`config.mk`:
```
export PLATFORM = sky130hd
export DESIGN_NAME = disk_host_port
export DESIGN_NICKNAME = d
export VERILOG_FILES = /design/src/hw/disk_port_pkg.sv /design/src/hw/disk_host_port.sv
export VERILOG_INCLUDE_DIRS = /design/src /design/src/hw
export SDC_FILE = /design/constraint.sdc
export NUM_CORES = 1
export LEC_CHECK = 0
export ABC_AREA = 1
export BUFFER_PORTS_ARGS = -buffer_cell sky130_fd_sc_hd__buf_4
export CORE_MARGIN = 2
export CORE_UTILIZATION = 55
export DETAILED_ROUTE_END_ITERATION = 8
export PLACE_DENSITY_LB_ADDON = 0.05
export SYNTH_ARGS = -nofsm -noshare
export SYNTH_HDL_FRONTEND = slang
export SYNTH_SLANG_ARGS = --single-unit
```
`constraint.sdc`:
```
create_clock -name clk_i -period 5.18 [get_ports clk_i]
set_input_delay 0.777 -clock clk_i [delete_from_list [all_inputs] [get_ports clk_i]]
set_output_delay 0.777 -clock clk_i [all_outputs]
set_load 0.05 [all_outputs]
```
`src/hw/disk_port_params.svh`:
```
// Timing and layout constants for the disk controller host port.
`ifndef DISK_PORT_PARAMS_SVH
`define DISK_PORT_PARAMS_SVH
`define CLK_PERIOD_NS        50
`define SETUP_NS             350
`define SETUP_CYC            ((`SETUP_NS + `CLK_PERIOD_NS - 1) / `CLK_PERIOD_NS)
`define SAMPLE_NS            400
`define SAMPLE_CYC           ((`SAMPLE_NS + `CLK_PERIOD_NS - 1) / `CLK_PERIOD_NS)
`define FLOP_SD_NS           32000
`define FLOP_DD_NS           16000
`define FLOP_SD_CYC          (`FLOP_SD_NS / `CLK_PERIOD_NS)
`define FLOP_DD_CYC          (`FLOP_DD_NS / `CLK_PERIOD_NS)
`define OVR_SD_NS            20000
`define OVR_DD_NS            10000
`define OVR_SD_CYC           (`OVR_SD_NS / `CLK_PERIOD_NS)
`define OVR_DD_CYC           (`OVR_DD_NS / `CLK_PERIOD_NS)
`define FIX_PERIOD_NS        1840
`define FIX_PERIOD_CYC       (`FIX_PERIOD_NS / `CLK_PERIOD_NS)
`define FIX_ACCESS_NS        1150
`define FIX_ACCESS_CYC       (`FIX_ACCESS_NS / `CLK_PERIOD_NS)
`define CON_GAP_NS           1000
`define CON_GAP_CYC          ((`CON_GAP_NS + `CLK_PERIOD_NS - 1) / `CLK_PERIOD_NS)
`define CMD_BYTES            6
`define STATUS_BYTES         2
`define ERR_OK               8'h00
`define ERR_OVERRUN          8'h18
`define ERR_BAD_SIZE         8'h21
`define OPC_READ             8'h08
`define OPC_WRITE            8'h0A
`endif

```
`src/hw/disk_port_pkg.sv`:
```
// Types shared by the disk controller host port.
package disk_port_pkg;
   typedef enum logic [3:0] {
      ST_IDLE     = 4'h0,
      ST_CMD_REQ  = 4'h1,
      ST_CMD_ACK  = 4'h2,
      ST_CMD_END  = 4'h3,
      ST_GAP      = 4'h4,
      ST_DAT_WAIT = 4'h5,
      ST_DAT_REQ  = 4'h6,
      ST_DAT_ACK  = 4'h7,
      ST_STS_SET  = 4'h8,
      ST_STS_REQ  = 4'h9,
      ST_STS_ACK  = 4'hA
   } port_state_t;
   typedef enum logic [1:0] {
      MEDIA_FLOP_SD = 2'h0,
      MEDIA_FLOP_DD = 2'h1,
      MEDIA_FIXED   = 2'h2
   } media_t;
endpackage

```
`src/hw/disk_host_port.sv`:
```
// Host byte port of a floppy and fixed disk controller: command, data and status phases.
`timescale 1ns/1ns
`default_nettype none
`include "disk_port_params.svh"
// Functional notes
// - Drop connection phase before every status phase.
// - Byte stable 350ns before byte request.
// - Sample host byte no sooner than 400ns.
// - Direct floppy request every 16 or 32us.
// - Direct fixed disk leaves 1.15us access.
// - Fast handshake gives 1.15us buffered access.
// - Message phase during second status byte.
// - Second status byte carries drive status.
// - Floppy sector sizes selectable by density.
// - Fixed disk sectors 256 or 512 bytes.
// - Sustain peak rates for each media.
// - Every command is exactly six bytes.
// - Two status bytes with connection and direction.
// - Missing direct floppy acknowledge aborts with overrun.
// - Fixed disk request every 1.84us; the code requests every 36 cycles (1.8us).
module disk_host_port #(
   parameter int FLOP_SD_CYC = `FLOP_SD_CYC,
   parameter int FLOP_DD_CYC = `FLOP_DD_CYC,
   parameter int OVR_SD_CYC  = `OVR_SD_CYC,
   parameter int OVR_DD_CYC  = `OVR_DD_CYC
) (
   // Clock and host reset
   input  wire logic       clk_i,
   input  wire logic       nrst_i,
   // Host handshake pins
   input  wire logic       select_i,
   input  wire logic       byte_acknowledge_i,
   input  wire logic [7:0] data_i,
   output logic [7:0]      data_o,
   output logic            data_oe_o,
   output logic            byte_request_o,
   output logic            connection_phase_o,
   output logic            direction_out_o,
   output logic            message_phase_o,
   output logic            controller_busy_o,
   // Media side
   input  wire logic [7:0] drive_status_i,
   input  wire logic       media_byte_valid_i,
   input  wire logic [7:0] media_byte_i,
   output logic            media_byte_valid_o,
   output logic [7:0]      media_byte_o,
   // Decoded command for the drive logic
   output logic [7:0]      command_opcode_o,
   output logic [10:0]     sector_bytes_o
);
   if (FLOP_SD_CYC < 2 || FLOP_DD_CYC < 2 || OVR_SD_CYC < 2 || OVR_DD_CYC < 2 || FLOP_SD_CYC > 65536 ||
       FLOP_DD_CYC > 65536 || OVR_SD_CYC > 65535 || OVR_DD_CYC > 65535) begin
      $error("disk_host_port: timing counts out of range");
   end

   localparam logic [15:0] SETUP_C  = 16'(`SETUP_CYC);
   localparam logic [15:0] SAMPLE_C = 16'(`SAMPLE_CYC);
   localparam logic [15:0] GAP_C    = 16'(`CON_GAP_CYC);
   localparam logic [15:0] FIXP_C   = 16'(`FIX_PERIOD_CYC);
   localparam logic [15:0] FIXA_C   = 16'(`FIX_ACCESS_CYC);

   // Three-stage pin synchronisers; the first stage feeds only the second.
   logic [2:0] sel_sync_reg;
   logic [2:0] ack_sync_reg;
   logic       sel_reg;
   logic       ack_reg;
   always_ff @(posedge clk_i or negedge nrst_i) begin
      if (!nrst_i) begin
         sel_sync_reg <= 3'h0;
         ack_sync_reg <= 3'h0;
         sel_reg      <= 1'b0;
         ack_reg      <= 1'b0;
      end else begin
         sel_sync_reg <= {sel_sync_reg[1:0], select_i};
         ack_sync_reg <= {ack_sync_reg[1:0], byte_acknowledge_i};
         if (sel_sync_reg[2] == sel_sync_reg[1]) begin
            sel_reg <= sel_sync_reg[2];
         end
         if (ack_sync_reg[2] == ack_sync_reg[1]) begin
            ack_reg <= ack_sync_reg[2];
         end
      end
   end

   function automatic logic [10:0] sector_size(input logic [1:0] code, input disk_port_pkg::media_t m);
      logic [10:0] s;
      s = 11'h080 << code;
      if (m == disk_port_pkg::MEDIA_FIXED) begin
         s = code[0] ? 11'h200 : 11'h100;
      end
      return s;
   endfunction

   function automatic logic size_ok(input logic [1:0] code, input disk_port_pkg::media_t m);
      return !(m == disk_port_pkg::MEDIA_FLOP_DD && code == 2'h0);
   endfunction

   // Command byte 0 is the opcode; byte 5 holds media[1:0], size[3:2], fast handshake[4].
   disk_port_pkg::port_state_t state_reg, state_next;
   logic [7:0]  cmd_reg [0:5];
   logic [7:0]  cmd_next [0:5];
   logic [2:0]  idx_reg, idx_next;
   logic [15:0] tmr_reg, tmr_next;
   logic [15:0] pace_reg, pace_next;
   logic [10:0] cnt_reg, cnt_next;
   logic [7:0]  err_reg, err_next;
   logic [7:0]  dout_reg, dout_next;
   logic        oe_reg, oe_next, req_reg, req_next, con_reg, con_next;
   logic        out_reg, out_next, msg_reg, msg_next, bsy_reg, bsy_next;
   logic        mv_reg, mv_next;
   logic [7:0]  mb_reg, mb_next;
   logic [10:0] size_reg, size_next;
   disk_port_pkg::media_t media_w;
   logic        fast_handshake_select;
   logic        is_write;

   always_comb begin
      media_w               = disk_port_pkg::media_t'(cmd_reg[5][1:0]);
      fast_handshake_select = cmd_reg[5][4];
      is_write              = (cmd_reg[0] == `OPC_WRITE);
      state_next = state_reg;
      for (int i = 0; i < 6; i++) begin
         cmd_next[i] = cmd_reg[i];
      end
      idx_next  = idx_reg;
      tmr_next  = (tmr_reg != 16'h0) ? tmr_reg - 16'h1 : 16'h0;
      pace_next = (pace_reg != 16'h0) ? pace_reg - 16'h1 : 16'h0;
      cnt_next  = cnt_reg;
      err_next  = err_reg;
      dout_next = dout_reg;
      oe_next   = oe_reg;
      req_next  = req_reg;
      con_next  = con_reg;
      out_next  = out_reg;
      msg_next  = msg_reg;
      bsy_next  = bsy_reg;
      mv_next   = 1'b0;
      mb_next   = mb_reg;
      size_next = size_reg;
      case (state_reg)
         disk_port_pkg::ST_IDLE: begin
            if (sel_reg) begin
               bsy_next   = 1'b1;
               idx_next   = 3'h0;
               out_next   = 1'b0;
               state_next = disk_port_pkg::ST_CMD_REQ;
            end
         end
         disk_port_pkg::ST_CMD_REQ: begin
            if (!sel_reg && !ack_reg) begin
               con_next   = 1'b1;
               req_next   = 1'b1;
               state_next = disk_port_pkg::ST_CMD_ACK;
            end
         end
         disk_port_pkg::ST_CMD_ACK: begin
            if (!ack_reg) begin
               tmr_next = SAMPLE_C;
            end else if (tmr_reg == 16'h1) begin
               cmd_next[idx_reg] = data_i;
               req_next = 1'b0;
               if (idx_reg == 3'(`CMD_BYTES - 1)) begin
                  state_next = disk_port_pkg::ST_CMD_END;
               end else begin
                  idx_next   = idx_reg + 3'h1;
                  state_next = disk_port_pkg::ST_CMD_REQ;
               end
            end
         end
         disk_port_pkg::ST_CMD_END: begin
            if (!ack_reg) begin
               err_next  = size_ok(cmd_reg[5][3:2], media_w) ? `ERR_OK : `ERR_BAD_SIZE;
               size_next = sector_size(cmd_reg[5][3:2], media_w);
               out_next  = !is_write;
               tmr_next  = GAP_C;
               state_next = disk_port_pkg::ST_GAP;
            end
         end
         disk_port_pkg::ST_GAP: begin
            // Direction settles one cycle before connection drops.
            con_next = 1'b0;
            if (tmr_reg == 16'h0 && !con_reg) begin
               cnt_next = size_reg;
               if (err_reg != `ERR_OK ||
                   (cmd_reg[0] != `OPC_READ && cmd_reg[0] != `OPC_WRITE)) begin
                  out_next   = 1'b1;
                  state_next = disk_port_pkg::ST_STS_SET;
               end else begin
                  pace_next  = 16'h0;
                  state_next = disk_port_pkg::ST_DAT_WAIT;
               end
            end
         end
         disk_port_pkg::ST_DAT_WAIT: begin
            if (cnt_reg == 11'h0) begin
               out_next   = 1'b1;
               state_next = disk_port_pkg::ST_STS_SET;
            end else if (pace_reg == 16'h0 && (is_write || media_byte_valid_i)) begin
               if (!is_write) begin
                  dout_next = media_byte_i;
                  oe_next   = 1'b1;
               end
               tmr_next   = SETUP_C;
               state_next = disk_port_pkg::ST_DAT_REQ;
               case (media_w)
                  disk_port_pkg::MEDIA_FLOP_SD: pace_next = 16'(FLOP_SD_CYC - 1);
                  disk_port_pkg::MEDIA_FLOP_DD: pace_next = 16'(FLOP_DD_CYC - 1);
                  default:                      pace_next = FIXP_C - 16'h1;
               endcase
            end
         end
         disk_port_pkg::ST_DAT_REQ: begin
            if (tmr_reg == 16'h0) begin
               req_next   = 1'b1;
               state_next = disk_port_pkg::ST_DAT_ACK;
               case (media_w)
                  disk_port_pkg::MEDIA_FLOP_SD: tmr_next = 16'(OVR_SD_CYC);
                  disk_port_pkg::MEDIA_FLOP_DD: tmr_next = 16'(OVR_DD_CYC);
                  default:                      tmr_next = FIXA_C;
               endcase
            end
         end
         disk_port_pkg::ST_DAT_ACK: begin
            if (req_reg && !ack_reg && ack_sync_reg[2] && ack_sync_reg[1]) begin
               // Acknowledge is accepted at this edge; request stands until the byte is taken.
               tmr_next = SAMPLE_C;
            end else if (req_reg && ack_reg && tmr_reg == 16'h1) begin
               req_next = 1'b0;
               mb_next  = is_write ? data_i : mb_reg;
               mv_next  = is_write;
            end else if (!ack_reg && !req_reg) begin
               oe_next    = 1'b0;
               cnt_next   = cnt_reg - 11'h1;
               state_next = disk_port_pkg::ST_DAT_WAIT;
            end else if (req_reg && tmr_reg == 16'h0 && media_w != disk_port_pkg::MEDIA_FIXED &&
                         !fast_handshake_select) begin
               req_next   = 1'b0;
               oe_next    = 1'b0;
               err_next   = `ERR_OVERRUN;
               out_next   = 1'b1;
               state_next = disk_port_pkg::ST_STS_SET;
            end
         end
         disk_port_pkg::ST_STS_SET: begin
            if (!ack_reg) begin
               con_next   = 1'b1;
               oe_next    = 1'b1;
               dout_next  = msg_reg ? drive_status_i : err_reg;
               tmr_next   = SETUP_C;
               state_next = disk_port_pkg::ST_STS_REQ;
            end
         end
         disk_port_pkg::ST_STS_REQ: begin
            if (tmr_reg == 16'h0) begin
               req_next   = 1'b1;
               state_next = disk_port_pkg::ST_STS_ACK;
            end
         end
         disk_port_pkg::ST_STS_ACK: begin
            if (ack_reg && req_reg) begin
               req_next = 1'b0;
            end else if (!ack_reg && !req_reg) begin
               if (msg_reg) begin
                  msg_next   = 1'b0;
                  con_next   = 1'b0;
                  out_next   = 1'b0;
                  oe_next    = 1'b0;
                  bsy_next   = 1'b0;
                  state_next = disk_port_pkg::ST_IDLE;
               end else begin
                  msg_next   = 1'b1;
                  state_next = disk_port_pkg::ST_STS_SET;
               end
            end
         end
         default: state_next = disk_port_pkg::ST_IDLE;
      endcase
   end

   always_ff @(posedge clk_i or negedge nrst_i) begin
      if (!nrst_i) begin
         state_reg <= disk_port_pkg::ST_IDLE;
         for (int i = 0; i < 6; i++) begin
            cmd_reg[i] <= 8'h00;
         end
         idx_reg  <= 3'h0;
         tmr_reg  <= 16'h0000;
         pace_reg <= 16'h0000;
         cnt_reg  <= 11'h000;
         err_reg  <= 8'h00;
         dout_reg <= 8'h00;
         oe_reg   <= 1'b0;
         req_reg  <= 1'b0;
         con_reg  <= 1'b0;
         out_reg  <= 1'b0;
         msg_reg  <= 1'b0;
         bsy_reg  <= 1'b0;
         mv_reg   <= 1'b0;
         mb_reg   <= 8'h00;
         size_reg <= 11'h000;
      end else begin
         state_reg <= state_next;
         for (int i = 0; i < 6; i++) begin
            cmd_reg[i] <= cmd_next[i];
         end
         idx_reg  <= idx_next;
         tmr_reg  <= tmr_next;
         pace_reg <= pace_next;
         cnt_reg  <= cnt_next;
         err_reg  <= err_next;
         dout_reg <= dout_next;
         oe_reg   <= oe_next;
         req_reg  <= req_next;
         con_reg  <= con_next;
         out_reg  <= out_next;
         msg_reg  <= msg_next;
         bsy_reg  <= bsy_next;
         mv_reg   <= mv_next;
         mb_reg   <= mb_next;
         size_reg <= size_next;
      end
   end

   assign data_o             = dout_reg;
   assign data_oe_o          = oe_reg;
   assign byte_request_o     = req_reg;
   assign connection_phase_o = con_reg;
   assign direction_out_o    = out_reg;
   assign message_phase_o    = msg_reg;
   assign controller_busy_o  = bsy_reg;
   assign media_byte_valid_o = mv_reg;
   assign media_byte_o       = mb_reg;
   assign command_opcode_o   = cmd_reg[0];
   assign sector_bytes_o     = size_reg;
endmodule
`default_nettype wire

```
* Word-level counts from Yosys, hierarchy flattened *
Cells that the tools add are included.

word-level totals
  bits in latches = 0
  ROM bits = 0
  RAM bits = 0
  word-level logic and storage cells = 246
  register bits after elaboration = 148
  input bits = 29
  memories kept = 0

operators by class
  bitwise logic cells = 4
  reductions and logical operators = 56
  magnitude comparators = 2
  shift operators = 1
  div/mod/pow operators = 0
  $mul = 0
  mux-type cells = 104
  $add $sub $neg = 4
  eq/ne operators = 49

operators with widths
  operator                                                                 number
  16-bit 2-to-1 mux                                                        13
  16-bit one-hot mux with 6 select lines                                   1
  8-bit 2-to-1 mux                                                         11
  4-bit 2-to-1 mux                                                         19
  11-bit 2-to-1 mux                                                        5
  2-bit inequality test, second input constant                             25
  48-bit bitwise mux                                                       1
  4-bit one-hot mux with 11 select lines                                   1
  1-bit 2-to-1 mux                                                         33
  16-bit zero test                                                         2
  16-bit one-hot mux with 2 select lines                                   1
  8-bit one-hot mux with 2 select lines                                    2
  16-bit nonzero test                                                      2
  16-bit by 1-bit subtractor with 16-bit output, second input constant     2
  8-bit demux with 3-bit select                                            1
  11-bit one-hot mux with 2 select lines                                   1
  10-bit one-hot mux with 2 select lines                                   1
  5-bit AND reduction                                                      4
  9-bit one-hot mux with 2 select lines                                    1
  16-bit by 1-bit == test with 1-bit output, second input constant         1
  4-bit by 3-bit == test with 1-bit output, second input constant          4
  8-bit by 4-bit inequality test with 1-bit output, second input constant  2
  1-bit logical AND                                                        15
  15-bit AND reduction                                                     1
  other kinds (44)                                                         71

* Longest topological paths before layout *
  word-level depth = 9
  mapped depth = 13
  gate-level depth less buffers = 12

* Worst setup path before layout *
Ideal clock, no wire load.

  path type = reg2reg
  from = register req_reg (netlist: byte_request_o)
  to = register cnt_reg[2]
  setup slack = 3.385 ns
  data required time = 5.053 ns
  buffers on the path = 2
  clock period less this slack = 1.795 ns
  stages on the path, launching flop included = 10
  arrival time = 1.668 ns
  path through = dfrtp_1 -> clkbuf_1 -> nor2_1 -> nand2_2 -> nand2_1 -> nand2_2 -> inv_2 -> buf_4 -> nand3_1 -> o21ai_0

between the ends
  word-level cells in the longest chain between the ends = 5

RTL lines
  what                               line                   text
  start: declaration                 disk_host_port.sv:108  logic oe_reg, oe_next, req_reg, req_next, con_reg, con_next;
  start signal: assignment           disk_host_port.sv:313  req_reg <= req_next;
  1-bit logical AND (3 in a row)     disk_host_port.sv:224  if (req_reg && !ack_reg && ack_sync_reg[2] && ack_sync_reg[1]) begin
  2-bit inequality test (no line)    -
  5-bit AND reduction (no line) (*)  -
  end signal: assignment             disk_host_port.sv:309  cnt_reg <= cnt_next;
  end: declaration                   disk_host_port.sv:105  logic [10:0] cnt_reg, cnt_next;

Mark *: on every way between the ends. The rest lies on a longest branch, timed or not.
A chain may end at the register's enable or synchronous reset.

* Worst setup path in the final report *
  from = register tmr_reg[1]
  to = register cmd_reg, in the netlist command_opcode_o[5]

between the ends
  word-level cells in the longest chain between the ends = 2

RTL lines
  what                                       line                   text
  start: declaration                         disk_host_port.sv:103  logic [15:0] tmr_reg, tmr_next;
  start signal: assignment                   disk_host_port.sv:307  tmr_reg <= tmr_next;
  16-bit by 1-bit == test with 1-bit output  disk_host_port.sv:159  end else if (tmr_reg == 16'h1) begin
  3-bit AND reduction (no line)              -
  end signal: indexed assignment             disk_host_port.sv:304  cmd_reg[i] <= cmd_next[i];
  end: declaration                           disk_host_port.sv:100  logic [7:0] cmd_reg [0:5];

Every way passes these cells.

==> summary.txt <==
Run status
  – Status: complete, no violations

Pwr
  – Leak Pwr: ~3.5 nW
  – Peak ir drop on the vdd network: around 0.50 mV
  – Power, Total: 3.27 mW
  – PD cells: approximately 490 mW/mm²

Synthesis
  – Cell type contributing the most total cell area after synthesis: sky130_fd_sc_hd__dfrtp_1
  – Synth Register Bits: 100
  – Main area contributors after synthesis: sky130_fd_sc_hd__dfrtp_1 42%, sky130_fd_sc_hd__nand2_1 12%, sky130_fd_sc_hd__nor2_1 6.4%, sky130_fd_sc_hd__inv_1 6.0%, sky130_fd_sc_hd__nand3_1 4.0%
  – Mux contribution to synthesized area: 0%
  – Number of distinct library cell variants in the gate-level netlist after synthesis: 43
  – Compound-gate portion of the synthesized area: between 10% and 20%
  – Simple-gate area share of the yosys netlist: 31.1%
  – Post-Synthesis Cells: around 790
  – Mean post-synth cell area: approximately 7.6 µm²
  – Leading register cell type out of synthesis: sky130_fd_sc_hd__dfrtp_1
  – Sequential share of the synthesized area: a little over two fifths
  – Area share of xor/xnor cells in the synthesized design: under 10%
  – Adder-cell area share of the yosys netlist: roughly 1.8%
  – Proportion of synthesized flip-flops having asynchronous set or reset: between 90% and 100%
  – Portion of synthesized cell area occupied by the leading cell type: 42.0%
  – Main combinational cell family by area after synthesis: simple AND/OR/NAND/NOR gates
  – EDFF count, synth: 0
  – Number of warnings reported in the yosys synthesis log: 0
  – Total standard cell area after synthesis: around 0.006 mm²

Routing
  – Count of routing violations after the opening detailed-route iteration: about 370
  – Number of detailed-routing iterations run before antenna repair: 5
  – DR vias/cell: around 5.2
  – Drc violations: 0
  – Via count: ~5k
  – Detailed-route wire length: roughly 14 mm
  – Average routed wire per standard cell: approximately 15 µm
  – DRT antenna net count: 0

Floorplan
  – Floorplan die height: about 110 µm
  – DIE WIDTH: ~110 µm
  – Starting density of the core: approximately 56%
  – Placeable core area: between 0.01 and 0.015 mm²
  – I/O pin total: around 70
  – Number of cell rows: 38
  – Area enclosed by the die boundary: approximately 0.012 mm²

Final layout
  – Fraction of final layout cells with drive strength greater than 1: 17.4%
  – Area growth, synth to finish: 11.8%
  – Antenna cells: 0
  – Fin nets: around 880
  – Most frequent cells in the layout: 195 x sky130_fd_sc_hd__nand2_1, 102 x sky130_fd_sc_hd__nor2_1, 100 x sky130_fd_sc_hd__dfrtp_1, 96 x sky130_fd_sc_hd__inv_1, 64 x sky130_fd_sc_hd__buf_4
  – Number of fill cells: 970
  – Most common cell after layout, fill and taps aside: sky130_fd_sc_hd__nand2_1
  – Final instance area: approximately 0.0067 mm²

Clock tree
  – Number of clock sinks: 100
  – H-tree depth reported by CTS: 3
  – Resize count post-CTS: 0
  – Number of CTS-inserted buffers: 9
  – Number of setup buffers added after CTS: 0
  – Clock slew at the register clock pins of the worst setup and hold paths: roughly 0.09 ns
  – Number of hold buffers added after CTS: 0
  – Root buffer selected by CTS: sky130_fd_sc_hd__clkbuf_8
  – Clock network latency to the later pin of the worst-skew pair: between 0.3 and 0.4 ns
  – CTS tree: built
  – Number of buffers between clock root and the deepest sink: 2

Min path
  – Min-delay worst type: flip-flop to flip-flop

Critical path
  – Required arrival time at the worst endpoint: between 5 and 6 ns
  – Category of the critical setup timing path: flip-flop to flip-flop
  – Cell mode on critical path: sky130_fd_sc_hd__nand2_1
  – Worst-path maximum fanout: 16
  – Cell type of the slowest stage on the worst timing path: sky130_fd_sc_hd__nand2_1
  – Critical Path Start Type: flip-flop
  – Cell class contributing the biggest share of worst-path delay: simple AND/OR/NAND/NOR gates
  – Sequence of cells on the critical path: inv_1 > ha_1 > nand2_1 > nor2_1 > nand2_2 > nor3_2 > nand2_1 > nand2_1 > o21ai_2
  – Slowest cell delay on critical path: about 0.47 ns
  – Arrival time worst endpoint: ~2.5 ns
  – Setup crit end kind: flip-flop
  – Number of buffers and inverters on the critical path: 1

Placed design
  – Number of input and output port buffers inserted: 63
  – Area post-placement: 0.00643 mm²
  – Final weighted congestion of routability-driven global placement: just under 1
  – Detailed placement HPWL: 10.9 mm
  – Worst Setup Slack post-DPL: roughly 3 ns

Global route
  – Met3 Track Usage GR: 6.45%
  – Grt met2 use: approximately 43%
  – Number of antenna violations at the first check in global routing: 0
  – Vias in the first global route: ~5.0k
  – Global-route met1 utilization: ~34%
  – Total congestion overflow after global routing: 0
  – Maximum number of pins on one net before global-route repair: 56
  – Wire length of the first global-routing pass: about 24 mm
  – GRT Max-Usage Layer: met2
  – Overall global routing resource usage: between 20% and 30%

Timing
  – Crit path time final: roughly 2.2 ns
  – Achievable frequency: approximately 0.45 GHz
  – RSZ-0062 raised after global routing: false
  – Post-route clock skew: approximately 0.0089 ns
  – Smallest setup slack after layout: slightly below 3 ns
  – Final setup vio count: 0
  – Final max-slew violation count: 0
  – Worst slew slack as a fraction of its limit: 51.4%
  – Post-route clock period utilization: 42.8%
  – Slew at the pin closest to its max-slew limit: 0.726 ns
  – Aggregate negative setup slack: 0 ns
  – Hold Fails Final Rpt: 0

Flow run
  – Max-capacitance violation count: 0
==> per-stage QoR <==
| step | utilization (%) | instances | hold slack [ns] |
|---|---|---|---|
| after floorplan | - | 793 | 0.331 |
| after global placement | 60.1 | 968 | 0.335 |
| after detailed placement | 60.1 | 968 | 0.339 |
| after CTS | 62.3 | 983 | 0.362 |
| after global routing | 62.3 | 983 | 0.365 |
| final | 62.3 | 983 | 0.357 |
==> logic make-up (layout without fill, tap and decap cells) <==
group	count (synthesis)	after routing
buffers and inverters	131	181
AO/OA/AOI/OAI	102	102
XOR/XNOR	28	28
AND/OR/NAND/NOR	416	416
other	1	7
adder cells (fa/ha/maj)	9	9
flip-flops	100	100
==> routing by layer <==
metal,wire length [µm],vias up
li1,-,2578
met1,6540,2380
met2,6820,152
met3,742,32
met4,280,0
met5,0,-
==> power breakdown <==
group	internal, mW	switching, mW	leakage (nW)	total, mW
combinational	0.508	1.06	2.15	1.57
clock	0.319	0.282	0.112	0.600
sequential	0.939	0.165	1.20	1.10
==> worst paths after layout <==
path / cells past startpoint / to / slack [ns] / start
setup / recovery: 9 / command_opcode_o[5] / 2.96 / tmr_reg[1]
hold / removal: 0 / sel_sync_reg[1] / 0.36 / sel_sync_reg[0]
setup reg to reg: 9 / command_opcode_o[5] / 2.96 / tmr_reg[1]
hold reg to reg: 0 / sel_sync_reg[1] / 0.36 / sel_sync_reg[0]
max in group asynchronous: 2 / data_o[5] / 3.71 / nrst_i
min in group asynchronous: 1 / pace_reg[13] / 0.38 / nrst_i
==> layout make-up <==
type / count / area (µm²) / share of cell area [%]
Clock inverter: 6 / 114 / 1.71
Multi-Input combinational cell: 562 / 2890 / 43.3
Timing Repair Buffer: 64 / 480 / 7.21
Tap cell: 140 / 175 / 2.63
Clock buffer: 9 / 124 / 1.86
Sequential cell: 100 / 2500 / 37.5
Inverter: 102 / 383 / 5.74
==> Yosys cell counts (5+ instances only) <==
| master | number |
|---|---|
| sky130_fd_sc_hd__nor2_1 | 102 |
| sky130_fd_sc_hd__o22ai_1 | 7 |
| sky130_fd_sc_hd__o21ai_0 | 33 |
| sky130_fd_sc_hd__inv_1 | 96 |
| sky130_fd_sc_hd__buf_6 | 5 |
| sky130_fd_sc_hd__nand4_1 | 10 |
| sky130_fd_sc_hd__xor2_1 | 22 |
| sky130_fd_sc_hd__o21ai_1 | 5 |
| sky130_fd_sc_hd__ha_1 | 8 |
| sky130_fd_sc_hd__nor2_2 | 12 |
| sky130_fd_sc_hd__inv_2 | 6 |
| sky130_fd_sc_hd__nor3_1 | 14 |
| sky130_fd_sc_hd__nand3_1 | 48 |
| sky130_fd_sc_hd__o21ai_2 | 23 |
| sky130_fd_sc_hd__dfrtp_1 | 100 |
| sky130_fd_sc_hd__nand2_1 | 195 |
| sky130_fd_sc_hd__a21oi_1 | 17 |
| sky130_fd_sc_hd__xnor2_1 | 6 |
| sky130_fd_sc_hd__buf_4 | 17 |
| sky130_fd_sc_hd__nand2_2 | 12 |
==> worst reg2reg max path: cells and delay by family (launching register included) <==
| kind | cells | cell delay (ns) |
|---|---|---|
| compound gates | 1 | 0.08 |
| fa+ha+maj | 1 | 0.15 |
| buf+inv | 1 | 0.10 |
| flops | 1 | 0.39 |
| simple gates | 6 | 1.38 |
(Power assumes the default switching activity.)
